`src/hw/pmg_pkg.sv`:
```
/*
 * Constants for the page-gated management register block.
 * Assumes a 100 MHz system clock and an APB master on the same clock.
 */
package pmg_pkg;
   // ==========================================================
   // apb register offsets (byte addresses)
   localparam logic [7:0] A_CTRL = 8'h00;
   localparam logic [7:0] A_STAT = 8'h04;
   localparam logic [7:0] A_IRQ = 8'h08;
   localparam logic [7:0] A_MASK = 8'h0C;
   localparam logic [7:0] A_C45A = 8'h10;
   // ==========================================================
   // apb fields and reset values
   localparam int CTRL_AUTO_MEDIA = 0;
   localparam int CTRL_FX = 1;
   localparam int STAT_LOOP = 16;
   localparam int STAT_FLF = 17;
   localparam int STAT_FIB = 18;
   localparam int IRQ_WR = 0;
   localparam int IRQ_RD = 1;
   localparam int IRQ_LPI = 2;
   localparam int IRQ_W = 3;
   localparam logic [1:0] CTRL_RST = 2'h0;
   localparam logic [IRQ_W-1:0] MASK_RST = 3'h0;
   // ==========================================================
   // management register map
   localparam logic [4:0] R_CTRL = 5'h00;
   localparam logic [4:0] R_PAGE = 5'h1F;
   localparam logic [4:0] R_FLF = 5'h13;
   localparam logic [4:0] R_FSTAT = 5'h18;
   localparam logic [15:0] PG_FLF = 16'h0001;
   localparam logic [15:0] PG_FSTAT = 16'h0003;
   localparam int LOOP_BIT = 14;
   localparam int FLF_BIT = 4;
   localparam int FSTAT_BIT = 2;
   localparam logic [4:0] C45_DEV = 5'h03;
   localparam logic [15:0] C45_PCS = 16'h0001;
   localparam logic [15:0] C45_EEE = 16'h0016;
   localparam int LPI_RX_BIT = 10;
   localparam int LPI_TX_BIT = 11;
   localparam logic [15:0] REG_RST = 16'h0000;
   // ==========================================================
   // frame format
   localparam logic [5:0] PRE_LEN = 6'h20;
   localparam logic [3:0] HDR_LAST = 4'hC;
   localparam logic [3:0] DAT_LAST = 4'hF;
   localparam logic [1:0] OP22_WR = 2'b01;
   localparam logic [1:0] OP22_RD = 2'b10;
   localparam logic [1:0] OP45_ADR = 2'b00;
   localparam logic [1:0] OP45_RD = 2'b11;
   localparam logic [1:0] OP45_RDI = 2'b10;
   typedef enum logic [1:0] {
      S_IDLE = 2'b00,
      S_HDR = 2'b01,
      S_TA = 2'b11,
      S_DAT = 2'b10
   } pmg_state_type;
endpackage : pmg_pkg

```
`src/hw/pmg_top.sv`:
```
/*
 * Management register block: serial management slave with page-gated
 * clause 45 access, plus an apb register port.
 * Assumes mdc_i/mdio_i come from the station manager asynchronously and
 * event inputs come from logic on clk_i.
 */
// Summary of operation
// - reading 3.22 clears it only while page selector is zero
// - 3.22 reads back zero whenever page selector is nonzero
// - reading 3.1 clears lpi received bits only at page zero
// - clause 45 address post-increments only on post-read-increment reads at page zero
// - page 1 register 19 bit 4 enables fast link fail on all ports
// - control bit 14 loopback, ineffective while auto media sense is on
// - page 3 register 24 bit 2 shows 1000base-x fiber link only
// - serial data sampled on rising management clock edge
`timescale 1ns/1ps
module pmg_top
   import pmg_pkg::*;
#(
   parameter logic [4:0] PHY_ADDR = 5'h00
)(
   input wire logic clk_i,
   input wire logic arst_n_i,
   input wire logic [7:0] paddr_i,
   input wire logic psel_i,
   input wire logic penable_i,
   input wire logic pwrite_i,
   input wire logic [31:0] pwdata_i,
   output logic [31:0] prdata_o,
   output logic pready_o,
   output logic pslverr_o,
   input wire logic mdc_i,
   input wire logic mdio_i,
   output logic mdio_o,
   output logic mdio_oe_o,
   input wire logic rx_lpi_i,
   input wire logic tx_lpi_i,
   input wire logic wake_err_i,
   input wire logic fiber_link_i,
   output logic loopback_o,
   output logic [3:0] flf_en_o,
   output logic irq_o
);
   // ==========================================================
   // synchronisers
   logic [2:0] mdc_q;
   logic [1:0] mdio_q;
   always_ff @(posedge clk_i or negedge arst_n_i)
   begin
      if (!arst_n_i)
      begin
         mdc_q <= 3'h0;
         mdio_q <= 2'h3;
      end
      else
      begin
         mdc_q <= {mdc_q[1:0], mdc_i};
         mdio_q <= {mdio_q[0], mdio_i};
      end
   end
   logic rise;
   logic bit_w;
   assign rise = mdc_q[1] & ~mdc_q[2];
   assign bit_w = mdio_q[1];

   // ==========================================================
   // management registers
   logic [15:0] ctl_q;
   logic [15:0] page_q;
   logic [15:0] ext19_q;
   logic [15:0] c45a_q;
   logic [15:0] eee_q;
   logic lpi_rx_q;
   logic lpi_tx_q;
   logic [1:0] apb_ctl_q;

   // ==========================================================
   // frame engine
   pmg_state_type st_q;
   logic [5:0] pre_q;
   logic [3:0] cnt_q;
   logic [12:0] hdr_q;
   logic [15:0] sh_q;
   logic rd_q;
   logic c45_q;
   logic [1:0] op_q;
   logic [4:0] reg_q;
   logic [12:0] hdr_w;
   logic hdr_hit;
   logic is_rd;
   logic wr_done;
   logic rd_go;
   logic [15:0] wr_val;
   logic [15:0] rd_val;
   logic page0;
   assign hdr_w = {hdr_q[11:0], bit_w};
   assign page0 = (page_q == REG_RST);
   assign hdr_hit = rise & (st_q == S_HDR) & (cnt_q == HDR_LAST)
                    & (hdr_w[9:5] == PHY_ADDR);
   assign is_rd = hdr_w[12] ? (hdr_w[11:10] == OP22_RD)
                            : hdr_w[11];
   assign rd_go = hdr_hit & is_rd;
   assign wr_done = rise & (st_q == S_DAT) & ~rd_q & (cnt_q == DAT_LAST);
   assign wr_val = {sh_q[14:0], bit_w};

   always_comb
   begin
      rd_val = REG_RST;
      if (hdr_w[12])
      begin
         unique case (hdr_w[4:0])
            R_CTRL: rd_val = ctl_q;
            R_PAGE: rd_val = page_q;
            R_FLF: rd_val = (page_q == PG_FLF) ? ext19_q : REG_RST;
            R_FSTAT:
               if (page_q == PG_FSTAT)
                  rd_val[FSTAT_BIT] = fiber_link_i & ~apb_ctl_q[CTRL_FX];
            default: rd_val = REG_RST;
         endcase
      end
      else if (hdr_w[4:0] == C45_DEV && page0)
      begin
         // nonzero page hides 3.22 and 3.1 entirely
         if (c45a_q == C45_EEE)
            rd_val = eee_q;
         else if (c45a_q == C45_PCS)
         begin
            rd_val[LPI_RX_BIT] = lpi_rx_q;
            rd_val[LPI_TX_BIT] = lpi_tx_q;
         end
      end
   end

   always_ff @(posedge clk_i or negedge arst_n_i)
   begin
      if (!arst_n_i)
      begin
         st_q <= S_IDLE;
         pre_q <= 6'h0;
         cnt_q <= 4'h0;
         hdr_q <= 13'h0;
         sh_q <= REG_RST;
         rd_q <= 1'b0;
         c45_q <= 1'b0;
         op_q <= 2'h0;
         reg_q <= 5'h0;
         mdio_o <= 1'b1;
         mdio_oe_o <= 1'b0;
      end
      else if (rise)
      begin
         unique case (st_q)
            S_IDLE:
            begin
               if (bit_w)
                  pre_q <= (pre_q == PRE_LEN) ? pre_q : pre_q + 6'h1;
               else
               begin
                  pre_q <= 6'h0;
                  if (pre_q == PRE_LEN)
                  begin
                     st_q <= S_HDR;
                     cnt_q <= 4'h0;
                  end
               end
            end
            S_HDR:
            begin
               hdr_q <= hdr_w;
               cnt_q <= cnt_q + 4'h1;
               if (cnt_q == HDR_LAST)
               begin
                  cnt_q <= 4'h0;
                  st_q <= hdr_hit ? S_TA : S_IDLE;
                  rd_q <= is_rd;
                  c45_q <= ~hdr_w[12];
                  op_q <= hdr_w[11:10];
                  reg_q <= hdr_w[4:0];
                  sh_q <= rd_val;
               end
            end
            S_TA:
            begin
               cnt_q <= cnt_q + 4'h1;
               if (rd_q && cnt_q == 4'h0)
               begin
                  mdio_oe_o <= 1'b1;
                  mdio_o <= 1'b0;
               end
               if (cnt_q == 4'h1)
               begin
                  cnt_q <= 4'h0;
                  st_q <= S_DAT;
                  if (rd_q)
                  begin
                     mdio_o <= sh_q[15];
                     sh_q <= {sh_q[14:0], 1'b0};
                  end
               end
            end
            S_DAT:
            begin
               cnt_q <= cnt_q + 4'h1;
               if (rd_q)
               begin
                  mdio_o <= sh_q[15];
                  sh_q <= {sh_q[14:0], 1'b0};
               end
               else
                  sh_q <= wr_val;
               if (cnt_q == DAT_LAST)
               begin
                  st_q <= S_IDLE;
                  mdio_oe_o <= 1'b0;
                  mdio_o <= 1'b1;
               end
            end
         endcase
      end
   end

   // ==========================================================
   // register writes and address pointer
   logic wr22;
   logic wr45a;
   assign wr22 = wr_done & ~c45_q & (op_q == OP22_WR);
   assign wr45a = wr_done & c45_q & (op_q == OP45_ADR) & (reg_q == C45_DEV);
   always_ff @(posedge clk_i or negedge arst_n_i)
   begin
      if (!arst_n_i)
      begin
         ctl_q <= REG_RST;
         page_q <= REG_RST;
         ext19_q <= REG_RST;
         c45a_q <= REG_RST;
      end
      else
      begin
         if (wr22 && reg_q == R_CTRL)
            ctl_q <= wr_val;
         if (wr22 && reg_q == R_PAGE)
            page_q <= wr_val;
         if (wr22 && reg_q == R_FLF && page_q == PG_FLF)
            ext19_q <= wr_val;
         if (wr45a)
            c45a_q <= wr_val;
         else if (rd_go && !hdr_w[12] && hdr_w[11:10] == OP45_RDI
                  && hdr_w[4:0] == C45_DEV && page0)
            c45a_q <= c45a_q + 16'h0001;
      end
   end

   // ==========================================================
   // clear-on-read status; an event in the clearing cycle survives
   logic c45_rd;
   logic clr_eee;
   logic clr_lpi;
   assign c45_rd = rd_go & ~hdr_w[12] & (hdr_w[4:0] == C45_DEV) & page0;
   assign clr_eee = c45_rd & (c45a_q == C45_EEE);
   assign clr_lpi = c45_rd & (c45a_q == C45_PCS);
   always_ff @(posedge clk_i or negedge arst_n_i)
   begin
      if (!arst_n_i)
      begin
         eee_q <= REG_RST;
         lpi_rx_q <= 1'b0;
         lpi_tx_q <= 1'b0;
      end
      else
      begin
         if (clr_eee)
            eee_q <= {15'h0000, wake_err_i};
         else if (wake_err_i && eee_q != 16'hFFFF)
            eee_q <= eee_q + 16'h0001;
         lpi_rx_q <= rx_lpi_i | (lpi_rx_q & ~clr_lpi);
         lpi_tx_q <= tx_lpi_i | (lpi_tx_q & ~clr_lpi);
      end
   end

   // ==========================================================
   // apb slave, one wait state
   logic pready_q;
   logic acc;
   logic [31:0] apb_rd;
   logic apb_err;
   logic [IRQ_W-1:0] irq_q;
   logic [IRQ_W-1:0] mask_q;
   logic [IRQ_W-1:0] ev;
   assign acc = psel_i & penable_i & pready_q;
   always_comb
   begin
      apb_rd = 32'h0;
      apb_err = 1'b0;
      unique case (paddr_i)
         A_CTRL: apb_rd[1:0] = apb_ctl_q;
         A_STAT:
         begin
            apb_rd[15:0] = page_q;
            apb_rd[STAT_LOOP] = loopback_o;
            apb_rd[STAT_FLF] = flf_en_o[0];
            apb_rd[STAT_FIB] = fiber_link_i & ~apb_ctl_q[CTRL_FX];
         end
         A_IRQ: apb_rd[IRQ_W-1:0] = irq_q;
         A_MASK: apb_rd[IRQ_W-1:0] = mask_q;
         A_C45A: apb_rd[15:0] = c45a_q;
         default: apb_err = 1'b1;
      endcase
   end
   always_ff @(posedge clk_i or negedge arst_n_i)
   begin
      if (!arst_n_i)
      begin
         pready_q <= 1'b0;
         prdata_o <= 32'h0;
         pslverr_o <= 1'b0;
      end
      else
      begin
         pready_q <= psel_i & penable_i & ~pready_q;
         if (psel_i && penable_i && !pready_q)
         begin
            prdata_o <= pwrite_i ? 32'h0 : apb_rd;
            pslverr_o <= apb_err;
         end
      end
   end
   assign pready_o = pready_q;

   // ==========================================================
   // control, interrupts and outputs
   // only the setting of a sticky lpi bit is an event, so a held bit can be cleared
   assign ev = {(rx_lpi_i & ~lpi_rx_q) | (tx_lpi_i & ~lpi_tx_q),
                rd_go, wr_done};
   always_ff @(posedge clk_i or negedge arst_n_i)
   begin
      if (!arst_n_i)
      begin
         apb_ctl_q <= CTRL_RST;
         mask_q <= MASK_RST;
         irq_q <= '0;
         irq_o <= 1'b0;
         loopback_o <= 1'b0;
         flf_en_o <= 4'h0;
      end
      else
      begin
         if (acc && pwrite_i && paddr_i == A_CTRL)
            apb_ctl_q <= pwdata_i[1:0];
         if (acc && pwrite_i && paddr_i == A_MASK)
            mask_q <= pwdata_i[IRQ_W-1:0];
         if (acc && pwrite_i && paddr_i == A_IRQ)
            irq_q <= ev | (irq_q & ~pwdata_i[IRQ_W-1:0]);
         else
            irq_q <= ev | irq_q;
         irq_o <= |(irq_q & mask_q);
         // loopback is forced off while media sensing owns the path
         loopback_o <= ctl_q[LOOP_BIT] & ~apb_ctl_q[CTRL_AUTO_MEDIA];
         flf_en_o <= {4{ext19_q[FLF_BIT]}};
      end
   end
endmodule : pmg_top

```
`config.mk`:
```
export PLATFORM = sky130hd
export DESIGN_NAME = pmg_top
export DESIGN_NICKNAME = d
export VERILOG_FILES = /design/src/hw/pmg_pkg.sv /design/src/hw/pmg_top.sv
export SDC_FILE = /design/constraint.sdc
export NUM_CORES = 1
export LEC_CHECK = 0
export ABC_AREA = 1
export CAP_MARGIN = 10
export CORE_UTILIZATION = 40
export DETAILED_ROUTE_END_ITERATION = 6
export DONT_BUFFER_PORTS = 1
export RECOVER_POWER = 100
export SLEW_MARGIN = 25
export SYNTH_ARGS = -nofsm -noshare
export SYNTH_HDL_FRONTEND = slang
export SYNTH_SLANG_ARGS = --single-unit
```
`constraint.sdc`:
```
create_clock -name clk_i -period 1.7 [get_ports clk_i]
set_clock_uncertainty 0.1 [all_clocks]
set_input_delay 0.34 -clock clk_i [delete_from_list [all_inputs] [get_ports clk_i]]
set_output_delay 0.34 -clock clk_i [all_outputs]
set_load 0.05 [all_outputs]
```
==> summary.md, run 1 <==
| Metric | Value |
|---|---|
| Clk buf depth | `2` |
| Synth top area cells | `dfrtp_1 45%, nand2_1 15%, inv_1 5.5%` |
| CP startpoint | `cnt_q[0]` |
| Largest net degree at the start of global routing | `171` |
| Core box area | `22700 um2` |
| Synth top cells by count | `368 x nand2_1, 167 x dfrtp_1, 135 x inv_1` |
| First-pass GRT wire length | `41000 um` |
| CP Capture Point | `ext19_q[6]` |
| Slew headroom | `65.8%` |
| Routed WL per cell | `16.5 um` |
| Final Worst Setup Slack | `-0.199 ns` |
| Vias in the first global route | `7985` |
| Die area | `23800 um2` |
| Synth Instances | `1238` |
| Worst Path Max Fanout | `8` |
| DP HPWL | `17200 um` |
| DRT antenna net count | `0` |
| CTS tree | `yes` |
| Synthesized area | `9260 um2` |
| Fin crit share | `112%` |
| Top-count cell post-synth | `nand2_1` |
| RSZ-0062 raised after global routing | `yes` |
| Average size of a mapped cell | `7.48 um2` |
| Fin nets | `1453` |
| Synthesized flop and latch total | `170` |
| Clock Tree Root | `clkbuf_16` |
| Peak supply drop | `0.515 mV` |
| Total Wirelength | `27800 um` |
| R2R cell count | `10` |
| Post-Route M1 WL | `12200 um` |
| Power Dens Cells | `747 nW/um2` |
| Final core utilization | `56.5%` |
| GPL Wtd Cong | `0.866` |
| Pleak | `6.03 nW` |
| Worst Hold Class | `input port to async pin` |
| Final Hold Violating Endpoints | `170` |
| Post-synth ARST share | `100%` |
| Clock transition at path regs | `0.06 ns` |
| Fraction of layout cells with a size suffix above 1 | `30.8%` |
| Placed cells | `1612` |
| Core Rows | `55` |
| DR vias | `8790` |
| Top_reg_cell synth | `dfrtp_1` |
| Met3 WL post-DR | `1500 um` |
| Via density | `5.21` |
| Initial antenna violation count | `0` |
| Drt initial violations | `534` |
| Setup Crit Path Kind | `flip-flop to flip-flop` |
| Yosys top cell by area | `dfrtp_1` |
| CP startpoint kind | `flip-flop` |
| CTS Hold Bufs | `8` |
| Fin cells | `1687` |
| Post-synth EDFFs | `0` |
| Worst r2r src | `cnt_q[0]` |
| Max_cap viols | `0` |
| CP endpoint kind | `flip-flop` |
| Data required time of the worst path | `1.91 ns` |
| FMAX | `527 MHz` |
| Clk sink count | `170` |
| Post-synth cell types | `44` |
| Final setup violation count | `98` |
| IO buf count | `0` |
| Final setup TNS | `-12.41 ns` |
| Antenna Cells | `0` |
| DIE WIDTH | `154 um` |
| GRT Total Usage | `21.9%` |
| Register area share after synthesis | `46.0%` |
| Min Tclk post-route | `1.90 ns` |
| Initial Util | `40.8%` |
| Failing checks | `hold timing, setup timing` |
| Uppermost layer routed | `met4` |
| Worst-margin pin slew | `0.512 ns` |
| Worst reg2reg path endpoint | `ext19_q[6]` |
| Clk_lat worst skew | `0.44 ns` |
| Arr. time, crit path | `2.11 ns` |
| Grt ovf | `0` |
| Post-Place Cell Area | `10600 um2` |
| Max Transition Viols Final | `0` |
| Synthesis Warnings | `0` |
| Die height | `154 um` |
| H-Tree Depth | `4` |
| I/O pins | `93` |
| Design area | `12800 um2` |
| DR WL met2 | `13400 um` |
| Outcome | `complete, but fails checks` |
| CTS buffer count | `17` |
| R2r setup slk | `-0.20 ns` |
| Synth top area share | `45.1%` |
| Synth-to-layout area growth | `38.5%` |
| DR pass1 iterations | `5` |
| Hold Slack | `-0.501 ns` |
| Drc violations | `0` |
## sequential cells by signal (all words and copies together), names as in the netlist, 4 cells and up
signal and cells:
c45a_q 16, cnt_q 4, ctl_q 16, eee_q 16
ext19_q 16, hdr_q 12, page_q 16, prdata_o 19
pre_q 6, reg_q 5, sh_q 16
## cell families after synthesis
| group | count (synthesis) | synth area share, % |
|---|---|---|
| and+or+nand+nor | 652 | 30.6 |
| other | 1 | 0.0405 |
| AOI/OAI and AO/OA | 187 | 10.9 |
| buffers and inverters | 201 | 9.37 |
| DFF | 170 | 46.0 |
| adders and majority gates | 13 | 1.76 |
| xor gates and xnor gates | 14 | 1.32 |
## cells in the final DEF, fill, tap and decap left out, types with 6 or more instances in the layout
master,count
nand2_2,50
a21oi_2,17
o21ai_2,28
nor2_4,14
o21ai_0,51
nor2_2,15
nand3_2,7
clkbuf_16,24
nand4_1,31
buf_4,124
a22o_1,13
ha_4,8
dfrtp_1,165
nand3_4,7
nor3_2,6
buf_12,15
o21ai_1,43
nor2_1,77
nor3_1,20
a21oi_1,22
dlygate4sd3_1,8
inv_1,121
nand2_4,37
buf_6,18
inv_2,15
xor2_1,12
bufinv_16,6
nand3_1,88
nand2_1,286
conb_1,13
## per-stage QoR
step                power (mW)  setup WS [ns]  hold slack [ns]
finish                    9.58         -0.199           -0.501
global route              9.90         -0.277           -0.524
CTS                       9.54         -0.190           -0.510
detailed placement        4.97         -0.289          -0.0483
global placement          4.95         -0.209          -0.0489
floorplan                 4.76        -0.0212          -0.0556
## layout make-up
cell class	count	area (um2)
Multi-Input combinational cell	879	5170
Tap cell	285	357
Clock inverter	11	214
Timing Repair Buffer	177	1780
Clock buffer	21	470
Fill cell	2031	9880
Sequential cell	170	4260
Inverter	144	574
## repair_timing
| action | in CTS | in global routing |
|---|---|---|
| pin swaps | 22 | 59 |
| gates resized for setup | 73 | 231 |
| buffers inserted | 8 | 16 |
| hold endpoints to repair | 177 | 170 |
| setup endpoints to repair | 107 | 113 |
| cloned | 3 | 11 |
## report_power, final
group          switching (mW)  total, mW  leakage, nW  internal [mW]
Sequential              0.115       4.27         2.30           4.15
Combinational           0.440      0.762         3.41          0.321
Clock                    1.67       4.55        0.330           2.88
## critical path: stages, from the launching register on
cell,delay [ns]
dfrtp_1,0.40
ha_2,0.22
nand3_2,0.10
nor2_2,0.11
nand2_2,0.12
inv_4,0.12
nand4_1,0.13
buf_6,0.18
clkbuf_16,0.19
nand2_2,0.06
o21ai_1,0.05
## worst min-delay path by stage
stage	cells past startpoint	endpoint	slack, ns	from
after floorplan	0	apb_ctl_q[0]	-0.06	arst_n_i
after global placement	0	apb_ctl_q[1]	-0.05	arst_n_i
after detailed placement	0	mask_q[0]	-0.05	arst_n_i
after CTS	0	mask_q[0]	-0.51	arst_n_i
after global routing	0	pready_o	-0.52	arst_n_i
final	0	mask_q[0]	-0.50	arst_n_i
## layer usage
layer | vias to the layer above | GRT usage [%]
li1 | 4281 | -
met1 | 4216 | 29.7
met2 | 241 | 35.6
met3 | 52 | 3.81
met4 | 0 | 6.71
met5 | - | 0
No activity file was read; power rests on OpenSTA's default activity.
==> run 2, diff against run 1 <==
==> constraint.sdc (replaced) <==
create_clock -name clk_i -period 2.28 [get_ports clk_i]
set_clock_uncertainty 0.1 [all_clocks]
set_input_delay 0.456 -clock clk_i [delete_from_list [all_inputs] [get_ports clk_i]]
set_output_delay 0.456 -clock clk_i [all_outputs]
set_load 0.05 [all_outputs]
==> summary.md, run 2 (same netlist as run 1, synthesis figures left out) <==
| Metric | Value |
|---|---|
| Hold Slack | `-0.376 ns (+0.125 ns)` |
| Power Dens Cells | `632 nW/um2 (-15%)` |
| Die height | `154 um (unchanged)` |
| Initial Util | `40.8% (unchanged)` |
| Clk_lat worst skew | `0.43 ns (about the same)` |
| Design area | `10100 um2 (-21%)` |
| H-Tree Depth | `4 (unchanged)` |
| IO buf count | `0 (unchanged)` |
| Most common cell after layout, fill and taps aside | `nand2_1` |
| Slew headroom | `27.5% (-38 points)` |
| Failing checks | `hold timing` |
| Setup Crit Path Kind | `flip-flop to output port` |
| I/O pins | `93 (unchanged)` |
| Peak supply drop | `0.492 mV (-4.5%)` |
| Drt initial violations | `477 (-11%)` |
| CTS Hold Bufs | `2 (-6)` |
| Largest net degree at the start of global routing | `171 (unchanged)` |
| CTS tree | `yes` |
| GPL Wtd Cong | `0.879 (+1.5%)` |
| Fin crit share | `93.6%` |
| Data required time of the worst path | `1.72 ns (-0.19 ns)` |
| Clk sink count | `170 (unchanged)` |
| Final setup violation count | `0 (-100%)` |
| Final Hold Violating Endpoints | `170 (unchanged)` |
| Initial antenna violation count | `0 (unchanged)` |
| CP endpoint kind | `output port` |
| Critical path's slowest cell | `clkbuf_2` |
| Most frequent cells in the layout | `368 x nand2_1, 166 x dfrtp_1, 137 x inv_1` |
| Clk buf depth | `2 (unchanged)` |
| Pleak | `4.88 nW (-19%)` |
| CP startpoint kind | `flip-flop` |
| Worst Hold Class | `input port to async pin` |
| DIE WIDTH | `154 um (unchanged)` |
| GRT Total Usage | `19.8% (-2.1 points)` |
| Worst-margin pin slew | `1.09 ns (+0.576 ns)` |
| Min Tclk post-route | `2.13 ns` |
| Clock transition at path regs | `0.06 ns (about the same)` |
| Vias in the first global route | `7347 (-8.0%)` |
| Worst Path Max Fanout | `5 (-3)` |
| Die area | `23800 um2 (unchanged)` |
| Via density | `5.05 (-3.2%)` |
| Outcome | `complete, but fails checks` |
| Grt ovf | `0 (unchanged)` |
| CP cell instances | `clkbuf_2` |
| Max FFs per register | `19 (unchanged)` |
| Fraction of layout cells with a size suffix above 1 | `6.68% (-24 points)` |
| CTS buffer count | `17 (unchanged)` |
| Final Power | `6.40 mW (-33%)` |
| Crit path largest cell delay | `0.81 ns (+0.41 ns)` |
| Max Transition Viols Final | `0 (unchanged)` |
| Post-Place Cell Area | `9590 um2 (-9.4%)` |
| Synth-to-layout area growth | `9.44%` |
| Antenna Cells | `0 (unchanged)` |
| DP HPWL | `15900 um (-7.5%)` |
| Total Wirelength | `22500 um (-19%)` |
| DRT antenna net count | `0 (unchanged)` |
| Clock Tree Root | `clkbuf_16` |
| Core Rows | `55 (unchanged)` |
| Max_cap viols | `0 (unchanged)` |
| DR pass1 iterations | `5 (unchanged)` |
| Routed WL per cell | `14.6 um (-12%)` |
| Top reg by flops | `prdata_o` |
| DR vias | `7785 (-11%)` |
| Final setup TNS | `0 ns (+12.41 ns)` |
| Core box area | `22700 um2 (unchanged)` |
| First-pass GRT wire length | `37400 um (-8.8%)` |
| Arr. time, crit path | `1.58 ns (-0.53 ns)` |
| Fin nets | `1309 (-9.9%)` |
| Filler cells | `2317 (+14%)` |
| Buffers & Inverters on Critical Path | `1 (-2)` |
| Top delay family on crit path | `buffers and inverters` |
| RSZ-0062 raised after global routing | `no` |
| FMAX | `469 MHz` |
| Drc violations | `0 (unchanged)` |
[run 2: cell types whose count changed in the layout (fill, tap and decap cells not counted), sizes merged]
cell         previous run  this run
inv                   141       142
buf                   160        22
clkinvlp                4         1
clkinv                  4         7
bufinv                  6         2
dlygate4sd3             8         2
clkbuf                 30        33
[run 2: through the flow]
step | utilization (%) | setup WS, ns | std cells
3_5_place_dp | 42.2 | 0.101 | 1508
4_1_cts | 44.8 | 0.0513 | 1542
2_1_floorplan | - | 0.465 | 1250
3_3_place_gp | 42.2 | 0.127 | 1508
5_1_grt | 44.6 | 0.0241 | 1543
6_report | 44.6 | 0.146 | 1543
[run 2: layer usage]
| metal | routed length [um] | track usage [%] |
|---|---|---|
| met5 | 0 | 0 |
| met4 | 254 | 5.24 |
| met3 | 1110 | 3.67 |
| met2 | 10100 | 31.5 |
| met1 | 11000 | 27.5 |
[run 2: timing repair]
item / 4_1_cts / 5_1_grt
buffers inserted: 0 / 1
gates resized for setup: 0 / 3
setup endpoints to repair: 0 / 26
hold endpoints to repair: 172 / 170
[run 2: final cells by class]
class | instances | area (um2) | share of cell area [%]
flip-flops and latches | 170 | 4260 | 42.0
inverters | 144 | 546 | 5.38
well taps | 285 | 357 | 3.52
clock buffers | 24 | 472 | 4.65
clock inverters | 8 | 96.3 | 0.950
repair buffers | 33 | 226 | 2.23
multi-input cells | 879 | 4180 | 41.3
[run 2: final timing paths]
| check | slack (ns) | cells past startpoint | from | endpoint |
|---|---|---|---|---|
| hold reg to reg | 0.26 | 0 | mdc_q[0] | mdc_q[1] |
| setup / recovery | 0.15 | 1 | flf_en_o[0] | flf_en_o[1] |
| max in group asynchronous | 2.18 | 0 | arst_n_i | mdio_o |
| hold / removal | -0.38 | 0 | arst_n_i | irq_o |
| setup reg to reg | 0.16 | 10 | cnt_q[0] | eee_q[10] |
| min in group clk_i | 0.05 | 2 | wake_err_i | eee_q[0] |
[run 2: power by group]
group	total, mW	leakage [nW]	switching, mW	internal, mW
sequential	3.22	2.30	0.119	3.10
combinational	0.341	2.30	0.229	0.112
clock	2.84	0.278	1.18	1.67
total	6.40	4.88	1.52	4.88
